<file path="config.mk">
export PLATFORM = sky130hd
export DESIGN_NAME = vpo_voltage_path
export DESIGN_NICKNAME = d
export VERILOG_FILES = /design/src/shared/vpo_pkg.sv /design/src/vpo_voltage_path.sv /design/src/vpo_spi_link.sv
export VERILOG_INCLUDE_DIRS = /design/src /design/src/shared
export SDC_FILE = /design/constraint.sdc
export NUM_CORES = 1
export LEC_CHECK = 0
export BUFFER_PORTS_ARGS = -buffer_cell sky130_fd_sc_hd__clkbuf_2
export CORE_ASPECT_RATIO = 0.8
export CORE_UTILIZATION = 55
export CTS_CLUSTER_DIAMETER = 80
export DETAILED_ROUTE_END_ITERATION = 10
export GPL_TIMING_DRIVEN = 0
export HOLD_SLACK_MARGIN = 0.1
export PLACE_DENSITY = 0.76
export SYNTH_ARGS = -nofsm -noshare
export SYNTH_HDL_FRONTEND = slang
export SYNTH_HIERARCHICAL = 1
export SYNTH_SLANG_ARGS = --single-unit
</file>
<file path="constraint.sdc">
create_clock -name clk_sys_in -period 7.5 [get_ports clk_sys_in]
set_input_delay 1.125 -clock clk_sys_in [delete_from_list [all_inputs] [get_ports clk_sys_in]]
set_output_delay 1.125 -clock clk_sys_in [all_outputs]
set_load 0.05 [all_outputs]
</file>
<file path="src/shared/vpo_params.svh">
// Constants for the voltage path output and sequencing block
`ifndef VPO_PARAMS_SVH
`define VPO_PARAMS_SVH

// ----------------------------------------------------------------
// Register addresses
// ----------------------------------------------------------------
`define VPO_ADDR_MODE    7'h01
`define VPO_ADDR_STATUS  7'h02
`define VPO_ADDR_STATE   7'h03
`define VPO_ADDR_DATA_HI 7'h04
`define VPO_ADDR_DATA_LO 7'h05
`define VPO_ADDR_DEC2    7'h46
`define VPO_ADDR_FILT    7'h47
`define VPO_RO_LO        7'h19
`define VPO_RO_HI        7'h2c
`define VPO_TEST_LO      7'h1a

// ----------------------------------------------------------------
// Field positions, write masks and reset values
// ----------------------------------------------------------------
`define VPO_MASK_BIT     4
`define VPO_SEL_LSB      2
`define VPO_MA_BIT       7
`define VPO_DEPTH_LSB    3
`define VPO_DEC2_WMASK   8'h1c
`define VPO_FILT_WMASK   8'hf8
`define VPO_DEC2_RST     8'h04
`define VPO_FILT_RST     8'h00
`define VPO_SRC_FILT     2'h0
`define VPO_SRC_CIC2     2'h1
`define VPO_SRC_DECHOP   2'h2
`define VPO_SRC_CIC1     2'h3

// ----------------------------------------------------------------
// Mode commands
// ----------------------------------------------------------------
`define VPO_CMD_START    8'h01
`define VPO_CMD_STOP     8'h02
`define VPO_CMD_STBY     8'h03

// ----------------------------------------------------------------
// Timing
// ----------------------------------------------------------------
`define VPO_CLK_HZ       250000000
`define VPO_LPOSC_HZ     262000
`define VPO_INIT_US      500
`define VPO_STAB_US      1500
`define VPO_CONV_US      1000
`define VPO_SETTLE_US    2000
`define VPO_FIRST_US     3000
`define VPO_SB_EVERY     3
`define VPO_STBY_S       10

`endif

</file>
<file path="src/shared/vpo_pkg.sv">
// Types shared by the voltage path output and sequencing block
package vpo_pkg;

  typedef enum logic [6:0] {
    ST_INIT      = 7'h01,
    ST_STOP      = 7'h02,
    ST_STAB      = 7'h04,
    ST_RUN       = 7'h08,
    ST_SB_IDLE   = 7'h10,
    ST_SB_SETTLE = 7'h20,
    ST_SB_MEAS   = 7'h40
  } vpo_state_e;

  typedef struct packed {
    logic       wr;
    logic       rd;
    logic [6:0] addr;
    logic [7:0] data;
  } vpo_req_s;

  typedef struct packed {
    logic [15:0] fir;
    logic [15:0] avg;
    logic [15:0] cic2;
    logic [15:0] dechop;
    logic [15:0] cic1;
  } vpo_words_s;

endpackage

</file>
<file path="src/vpo_voltage_path.sv">
// Voltage path output select, filter control and measurement sequencer
// Function
// - Data-ready mask bit 4 gates interrupt, reset 0
// - Two-bit source select, reset picks second comb
// - Bit 7 picks FIR or moving average
// - Four-bit moving average depth, reset bypass
// - Addresses 0x19 to 0x2C ignore writes
// - Lock input blocks writes to test span
// - Timed standby measures each standby period
// - Standby stays idle until the next standby period starts
// - Standby result raises interrupt, then idles until the next standby period
// - Results inside settle time are discarded
// - Standby delivers every third conversion only
// - Init phase toggles interrupt at oscillator rate
// - Start command raises conversion run during stabilization, first period after it
// - First interrupt one period after stabilization
// - Status clears only when host reads it
// - Data registers change only at period end
`timescale 1ns/1ps
`include "vpo_params.svh"
module vpo_voltage_path
  import vpo_pkg::*;
#(
  parameter logic [31:0] INIT_CYC   = 32'(`VPO_INIT_US * (`VPO_CLK_HZ / 1000000)),
  parameter logic [31:0] STAB_CYC   = 32'(`VPO_STAB_US * (`VPO_CLK_HZ / 1000000)),
  parameter logic [31:0] CONV_CYC   = 32'(`VPO_CONV_US * (`VPO_CLK_HZ / 1000000)),
  parameter logic [31:0] SETTLE_CYC = 32'(`VPO_SETTLE_US * (`VPO_CLK_HZ / 1000000)),
  parameter logic [31:0] SBCONV_CYC =
    32'((`VPO_FIRST_US / `VPO_SB_EVERY) * (`VPO_CLK_HZ / 1000000)),
  parameter logic [31:0] STBY_CYC   = 32'(64'(`VPO_STBY_S) * 64'(`VPO_CLK_HZ))
)(
  // Clock and reset
  input  wire logic       clk_sys_in,
  input  wire logic       reset_in,
  // Serial register port
  input  wire logic       sclk_in,
  input  wire logic       spi_cs_n_in,
  input  wire logic       mosi_in,
  output logic            miso_out,
  output logic            miso_oe_out,
  // Measurement chain
  input  vpo_words_s      words_in,
  input  wire logic       test_lock_in,
  output logic            ma_enable_out,
  output logic [3:0]      ma_depth_out,
  output logic            conv_run_out,
  // Interrupt pin
  output logic            int_out
);

  localparam logic [15:0] LP_HALF_CYC = 16'(`VPO_CLK_HZ / (2 * `VPO_LPOSC_HZ));
  localparam logic [1:0]  SB_LAST     = 2'(`VPO_SB_EVERY - 1);

  // ----------------------------------------------------------------
  // Address decode helpers
  // ----------------------------------------------------------------
  function automatic logic in_span(input logic [6:0] a, input logic [6:0] lo,
                                   input logic [6:0] hi);
    in_span = (a >= lo) && (a <= hi);
  endfunction

  function automatic logic write_ok(input logic [6:0] a, input logic lock);
    write_ok = !in_span(a, `VPO_RO_LO, `VPO_RO_HI) &&
               !(lock && in_span(a, `VPO_TEST_LO, `VPO_RO_HI));
  endfunction

  // ----------------------------------------------------------------
  // Link
  // ----------------------------------------------------------------
  vpo_req_s   req;
  logic [7:0] rdata;

  vpo_spi_link u_link (
    .clk_sys_in  (clk_sys_in),
    .reset_in    (reset_in),
    .sclk_in     (sclk_in),
    .spi_cs_n_in (spi_cs_n_in),
    .mosi_in     (mosi_in),
    .miso_out    (miso_out),
    .miso_oe_out (miso_oe_out),
    .rdata_in    (rdata),
    .req_out     (req)
  );

  // ----------------------------------------------------------------
  // Registers and sequencer state
  // ----------------------------------------------------------------
  vpo_state_e  state_q, state_d;
  logic [31:0] tmr_q, tmr_d;
  logic [31:0] stby_q, stby_d;
  logic [15:0] lp_q, lp_d;
  logic        tog_q, tog_d;
  logic [1:0]  nconv_q, nconv_d;
  logic [15:0] data_q, data_d;
  logic        stat_q, stat_d;
  logic [7:0]  dec2_q, dec2_d;
  logic [7:0]  filt_q, filt_d;
  logic        int_q, int_d;
  logic        run_q, run_d;
  logic        cmd_wr, capture, wr_en, stat_rd;
  logic [15:0] sel_word;

  assign wr_en   = req.wr && write_ok(req.addr, test_lock_in);
  assign cmd_wr  = wr_en && (req.addr == `VPO_ADDR_MODE) && (state_q != ST_INIT);
  assign stat_rd = req.rd && (req.addr == `VPO_ADDR_STATUS);

  // Output source select
  always_comb begin
    case (dec2_q[`VPO_SEL_LSB +: 2])
      `VPO_SRC_FILT:   sel_word = filt_q[`VPO_MA_BIT] ? words_in.avg : words_in.fir;
      `VPO_SRC_CIC2:   sel_word = words_in.cic2;
      `VPO_SRC_DECHOP: sel_word = words_in.dechop;
      default:         sel_word = words_in.cic1;
    endcase
  end

  // Register read mux
  always_comb begin
    case (req.addr)
      `VPO_ADDR_STATUS:  rdata = {7'h00, stat_q};
      `VPO_ADDR_STATE:   rdata = {1'b0, state_q};
      `VPO_ADDR_DATA_HI: rdata = data_q[15:8];
      `VPO_ADDR_DATA_LO: rdata = data_q[7:0];
      `VPO_ADDR_DEC2:    rdata = dec2_q;
      `VPO_ADDR_FILT:    rdata = filt_q;
      default:           rdata = 8'h00;
    endcase
  end

  // Next-state logic
  always_comb begin
    state_d = state_q;
    tmr_d   = tmr_q + 32'h1;
    stby_d  = stby_q;
    lp_d    = lp_q;
    tog_d   = tog_q;
    nconv_d = nconv_q;
    data_d  = data_q;
    dec2_d  = dec2_q;
    filt_d  = filt_q;
    capture = 1'b0;
    if (wr_en && req.addr == `VPO_ADDR_DEC2) begin
      dec2_d = req.data & `VPO_DEC2_WMASK;
    end
    if (wr_en && req.addr == `VPO_ADDR_FILT) begin
      filt_d = req.data & `VPO_FILT_WMASK;
    end
    case (state_q)
      ST_INIT: begin
        lp_d = lp_q + 16'h1;
        if (lp_q == LP_HALF_CYC - 16'h1) begin
          lp_d  = 16'h0;
          tog_d = ~tog_q;
        end
        if (tmr_q == INIT_CYC - 32'h1) begin
          state_d = ST_STOP;
          tog_d   = 1'b0;
        end
      end
      ST_STAB: begin
        if (tmr_q == STAB_CYC - 32'h1) begin
          state_d = ST_RUN;
          tmr_d   = 32'h0;
        end
      end
      ST_RUN: begin
        if (tmr_q == CONV_CYC - 32'h1) begin
          capture = 1'b1;
          tmr_d   = 32'h0;
        end
      end
      ST_SB_IDLE: begin
        tmr_d = 32'h0;
      end
      ST_SB_SETTLE: begin
        if (tmr_q == SETTLE_CYC - 32'h1) begin
          state_d = ST_SB_MEAS;
          tmr_d   = 32'h0;
          nconv_d = 2'h0;
        end
      end
      ST_SB_MEAS: begin
        if (tmr_q == SBCONV_CYC - 32'h1) begin
          tmr_d   = 32'h0;
          nconv_d = nconv_q + 2'h1;
          if (nconv_q == SB_LAST) begin
            capture = 1'b1;
            state_d = ST_SB_IDLE;
          end
        end
      end
      default: begin
        tmr_d = 32'h0;
      end
    endcase
    // Standby period runs through the whole standby cycle
    if (state_q == ST_SB_IDLE || state_q == ST_SB_SETTLE || state_q == ST_SB_MEAS) begin
      stby_d = stby_q + 32'h1;
      if (stby_q == STBY_CYC - 32'h1) begin
        stby_d = 32'h0;
        if (state_q == ST_SB_IDLE) begin
          state_d = ST_SB_SETTLE;
          tmr_d   = 32'h0;
        end
      end
    end
    if (cmd_wr) begin
      tmr_d  = 32'h0;
      stby_d = 32'h0;
      case (req.data)
        `VPO_CMD_START: state_d = ST_STAB;
        `VPO_CMD_STOP:  state_d = ST_STOP;
        `VPO_CMD_STBY:  state_d = ST_SB_IDLE;
        default:        state_d = state_q;
      endcase
    end
    if (capture) begin
      data_d = sel_word;
    end
    // Set wins over clear-on-read
    stat_d = capture | (stat_q & ~stat_rd);
    int_d  = (state_d == ST_INIT) ? tog_d : (stat_d & ~dec2_d[`VPO_MASK_BIT]);
    run_d  = (state_d == ST_STAB) || (state_d == ST_RUN) ||
             (state_d == ST_SB_SETTLE) || (state_d == ST_SB_MEAS);
  end

  always_ff @(posedge clk_sys_in) begin
    if (reset_in) begin
      state_q <= ST_INIT;
      tmr_q   <= 32'h0;
      stby_q  <= 32'h0;
      lp_q    <= 16'h0;
      tog_q   <= 1'b0;
      nconv_q <= 2'h0;
      data_q  <= 16'h0;
      stat_q  <= 1'b0;
      dec2_q  <= `VPO_DEC2_RST;
      filt_q  <= `VPO_FILT_RST;
      int_q   <= 1'b0;
      run_q   <= 1'b0;
    end else begin
      state_q <= state_d;
      tmr_q   <= tmr_d;
      stby_q  <= stby_d;
      lp_q    <= lp_d;
      tog_q   <= tog_d;
      nconv_q <= nconv_d;
      data_q  <= data_d;
      stat_q  <= stat_d;
      dec2_q  <= dec2_d;
      filt_q  <= filt_d;
      int_q   <= int_d;
      run_q   <= run_d;
    end
  end

  assign int_out       = int_q;
  assign conv_run_out  = run_q;
  assign ma_enable_out = filt_q[`VPO_MA_BIT];
  assign ma_depth_out  = filt_q[`VPO_DEPTH_LSB +: 4];
endmodule

</file>
<file path="src/vpo_spi_link.sv">
// Serial register port: samples the link pins and decodes frames
`timescale 1ns/1ps
module vpo_spi_link
  import vpo_pkg::*;
(
  // Clock and reset
  input  wire logic       clk_sys_in,
  input  wire logic       reset_in,
  // Link pins
  input  wire logic       sclk_in,
  input  wire logic       spi_cs_n_in,
  input  wire logic       mosi_in,
  output logic            miso_out,
  output logic            miso_oe_out,
  // Register side
  input  wire logic [7:0] rdata_in,
  output vpo_req_s        req_out
);

  logic [2:0]  sclk_q;
  logic [1:0]  csn_q;
  logic [1:0]  mosi_q;
  logic [4:0]  cnt_q, cnt_d;
  logic [15:0] sh_q, sh_d;
  logic [7:0]  tx_q, tx_d;
  logic        oe_q, oe_d;
  vpo_req_s    req_q, req_d;
  logic        rise, fall;

  assign rise        = sclk_q[1] & ~sclk_q[2];
  assign fall        = ~sclk_q[1] & sclk_q[2];
  assign req_out     = req_q;
  assign miso_out    = tx_q[7];
  assign miso_oe_out = oe_q;

  always_comb begin
    cnt_d     = cnt_q;
    sh_d      = sh_q;
    tx_d      = tx_q;
    oe_d      = oe_q;
    req_d     = req_q;
    req_d.wr  = 1'b0;
    req_d.rd  = 1'b0;
    if (csn_q[1]) begin
      cnt_d = 5'h00;
      oe_d  = 1'b0;
    end else begin
      if (rise) begin
        sh_d  = {sh_q[14:0], mosi_q[1]};
        cnt_d = cnt_q + 5'h01;
        if (cnt_q == 5'h07) begin
          req_d.addr = {sh_q[5:0], mosi_q[1]};
          req_d.rd   = ~sh_q[6];
        end
        if (cnt_q == 5'h0f) begin
          req_d.wr   = sh_q[14];
          req_d.data = {sh_q[6:0], mosi_q[1]};
        end
      end
      // Falling edge right after the load would drop the MSB
      if (fall && oe_q && (cnt_q > 5'h08)) begin
        tx_d = {tx_q[6:0], 1'b0};
      end
      if (req_q.rd) begin
        tx_d = rdata_in;
        oe_d = 1'b1;
      end
    end
  end

  always_ff @(posedge clk_sys_in) begin
    if (reset_in) begin
      sclk_q <= 3'h0;
      csn_q  <= 2'h3;
      mosi_q <= 2'h0;
      cnt_q  <= 5'h00;
      sh_q   <= 16'h0000;
      tx_q   <= 8'h00;
      oe_q   <= 1'b0;
      req_q  <= '0;
    end else begin
      sclk_q <= {sclk_q[1:0], sclk_in};
      csn_q  <= {csn_q[0], spi_cs_n_in};
      mosi_q <= {mosi_q[0], mosi_in};
      cnt_q  <= cnt_d;
      sh_q   <= sh_d;
      tx_q   <= tx_d;
      oe_q   <= oe_d;
      req_q  <= req_d;
    end
  end

endmodule

</file>
==> metrics.csv <==
metric,value,unit
final_cell_area,9590,um^2
die_x,139,um
cp-start-kind,flip-flop,
relSlewSlack,43.6,%
drive_gt1_share,17.0,%
antenna_found_initial,0,
cts_root_buf,clkbuf_16,
ys_seq_area_share,41.1,%
postCtsHoldBufs,0,
final_util,66.2,%
fillCellCount,1213,
rsz0062_at_grt,false,
synth_edf_count,0,
fin_crit_sh,45.4,%
worst_setup_path_end_kind,flip-flop,
worstMarginPinSlew,839,ps
ys_async_sr_fraction,0,%
overflow,0,
post_cts_buffers,0,
grt_usage,25.6,%
maxCapViolations,0,
hold_viol,0,
netlist_top_cells_count,"170 x dfxtp_1, 154 x nor2_1, 98 x nand2_1",
ff2ff_path_depth,9,
wl_per_cell,15.2,um
synth_top_area_share,41.1,%
final-setup-viol-count,0,
max_freq,294,MHz
cp_common_cell,clkbuf_1,
synth.distinct_cells,70,
synth_top_area_cell,dfxtp_1,
ant_nets,0,
violations,DRC,
crit_chain,"ha_1, clkbuf_1, nor4b_1, and3_1, a31oi_1, or2_2, o31ai_1, clkbuf_1, nor2_1",
totalWireLength,19.2,mm
core,14500,um^2
crit_type,flip-flop to flip-flop,
syn_area_per_cell,8.71,um^2
post_cts_resize_count,0,
drt-pass1-iter-count,8,
syn_inst,950,
fin_crit,3400,ps
critPathMaxFanout,10,
nNetsFinal,1156,
timing.hold.ws,410,ps
yosysMostFrequentCell,dfxtp_1,
die_h,112,um
timing.rr.end,tmr_q[3],
synth_area_leaders,"dfxtp_1 41%, nor2_1 7.0%, nand2_1 4.4%",
htree_levels,4,
grt_first_pass_wirelength,32.0,mm
syn_to_final_growth,15.9,%
slew_violations,0,
start_util,57.1,%
io_buffers,93,
drcViolationCount,14,
synth-warning-count,6,
ys_ff_latch,170,
synth_area,8280,um^2
min_from,u_link/csn_q[0],
hpwl,13.7,mm
insertion_delay,430,ps
holdPathEnd,u_link/csn_q[1],
viasPerCell,5.72,
worst_ep_required_time,7790,ps
io_pins,95,
peakVddDrop,0.000153,V
vias,7197,
max_stage_delay,610,ps
status,finished with violations,
r2r_slack,4100,ps
dp.cells,1227,
grt_pass1_vias,6611,
clockBufferDepth,2,
worstHoldPathType,flip-flop to flip-flop,
leakagePower,3.73,nW
diodes,0,
worstHoldPathCells,1,
slowest_stage,o31ai_1,
numCtsBuffers,17,
drt_iter0_drc,593,
finClkSkew,6.10,ps
place_area,8970,um^2
grt_max_degree,17,
synth.net_count,1044,
synth_top_flop_cell,dfxtp_1,
crit_arrival,3700,ps
finalSetupTns,0,ps
timing.rr.start,tmr_q[0],
power.density,198,nW/um^2
path_clk_slew,60,ps
rows,39,
cts.sinks,170,
cts_tree,yes,
fin_cells,1258,
gp_congestion,0.850,
dieArea,15500,um^2
[logic make-up (layout without fill, tap and decap cells)]
family	Yosys count	count (layout)	synth area share, %
AOI/OAI and AO/OA	121	121	9.28
xor gates and xnor gates	65	65	6.88
adders and majority gates	8	8	1.21
buffers and inverters	70	194	3.26
DFF	170	170	41.1
muxes	65	65	10.6
and+or+nand+nor	451	451	27.7
[routing by layer]
metal | global-route usage [%] | up-vias | routed length [um]
met3 | 4.77 | 24 | 1060
met4 | 7.70 | 0 | 246
met2 | 40.2 | 216 | 8460
li1 | - | 3570 | -
met1 | 35.9 | 3387 | 9380
met5 | 0 | - | 0
[worst max-delay path: cells and delay by family (launching register included)]
| family | cells | cell delay (ps) |
|---|---|---|
| compound gates | 2 | 730 |
| fa+ha+maj | 1 | 200 |
| buf+inv | 2 | 820 |
| flops | 1 | 440 |
| simple gates | 4 | 1080 |
[stage by stage]
step | setup slack [ps] | total power (W)
6_report | 4100 | 0.00190
3_3_place_gp | 4230 | 0.000997
4_1_cts | 4130 | 0.00191
2_1_floorplan | 4770 | 0.000967
5_1_grt | 3730 | 0.00195
3_5_place_dp | 4190 | 0.00100
[layout make-up]
type                       count  area [um^2]  share of cell area [%]
timing repair buffer          93          465                    4.85
buffer                        44          173                    1.80
sequential                   170         3400                    35.5
inverter                      26         97.6                    1.02
clock buffer                  22          484                    5.05
tap                          184          230                    2.40
multi-input combinational    710         4600                    48.0
clock inverter                 9          136                    1.42
[flip-flops by register name, summed over array words and instances (netlist names), 2 cells and up]
| signal | count |
|---|---|
| data_q | 16 |
| dec2_q | 3 |
| filt_q | 5 |
| lp_q | 16 |
| nconv_q | 2 |
| state_q | 7 |
| stby_q | 32 |
| tmr_q | 32 |
| u_link/cnt_q | 5 |
| u_link/csn_q | 2 |
| u_link/mosi_q | 2 |
| u_link/req_out | 17 |
| u_link/sclk_q | 3 |
| u_link/sh_q | 15 |
| u_link/tx_q | 8 |
[power breakdown]
group	switching (W)	total [W]	internal [W]	leakage, nW
Sequential	0.00000566	0.000913	0.000907	1.37
Combinational	0.0000322	0.0000677	0.0000355	2.06
Clock	0.000355	0.000915	0.000560	0.299
Total	0.000393	0.00190	0.00150	3.73
[how the worst max path moves through the flow]
stage,from,endpoint,slack (ps),depth (start not counted)
2_1_floorplan,tmr_q[21],conv_run_out,4770,8
3_3_place_gp,tmr_q[0],tmr_q[4],4230,9
3_5_place_dp,tmr_q[0],tmr_q[4],4190,9
4_1_cts,tmr_q[0],tmr_q[3],4130,9
5_1_grt,state_q[2],stby_q[27],3730,9
6_report,tmr_q[0],tmr_q[3],4100,9
[placed cells by master, fill, tap and decap left out, drive strengths merged, types with 3 or more instances in the layout]
cell	netlist	final
o21ai	22	22
nor4b	3	3
and4b	3	3
nor4	15	15
nand4	21	21
and2	4	4
nor2	154	154
bufinv	0	3
nand3	32	32
or2	7	7
dfxtp	170	170
buf	7	7
and4	8	8
mux4	16	16
or3	18	18
or4bb	3	3
inv	26	28
mux2i	31	31
nand2b	13	13
clkbuf	37	152
nand3b	6	6
or4	4	4
ha	8	8
nor3b	4	4
a21oi	53	53
a221oi	10	10
a22o	7	7
a22oi	4	4
a211o	3	3
xnor2	24	24
nor2b	10	10
nand2	99	99
a31oi	5	5
xor2	41	41
mux2	18	18
nor3	21	21
and3	17	17
Note: power is estimated with default switching activity, not from simulation.
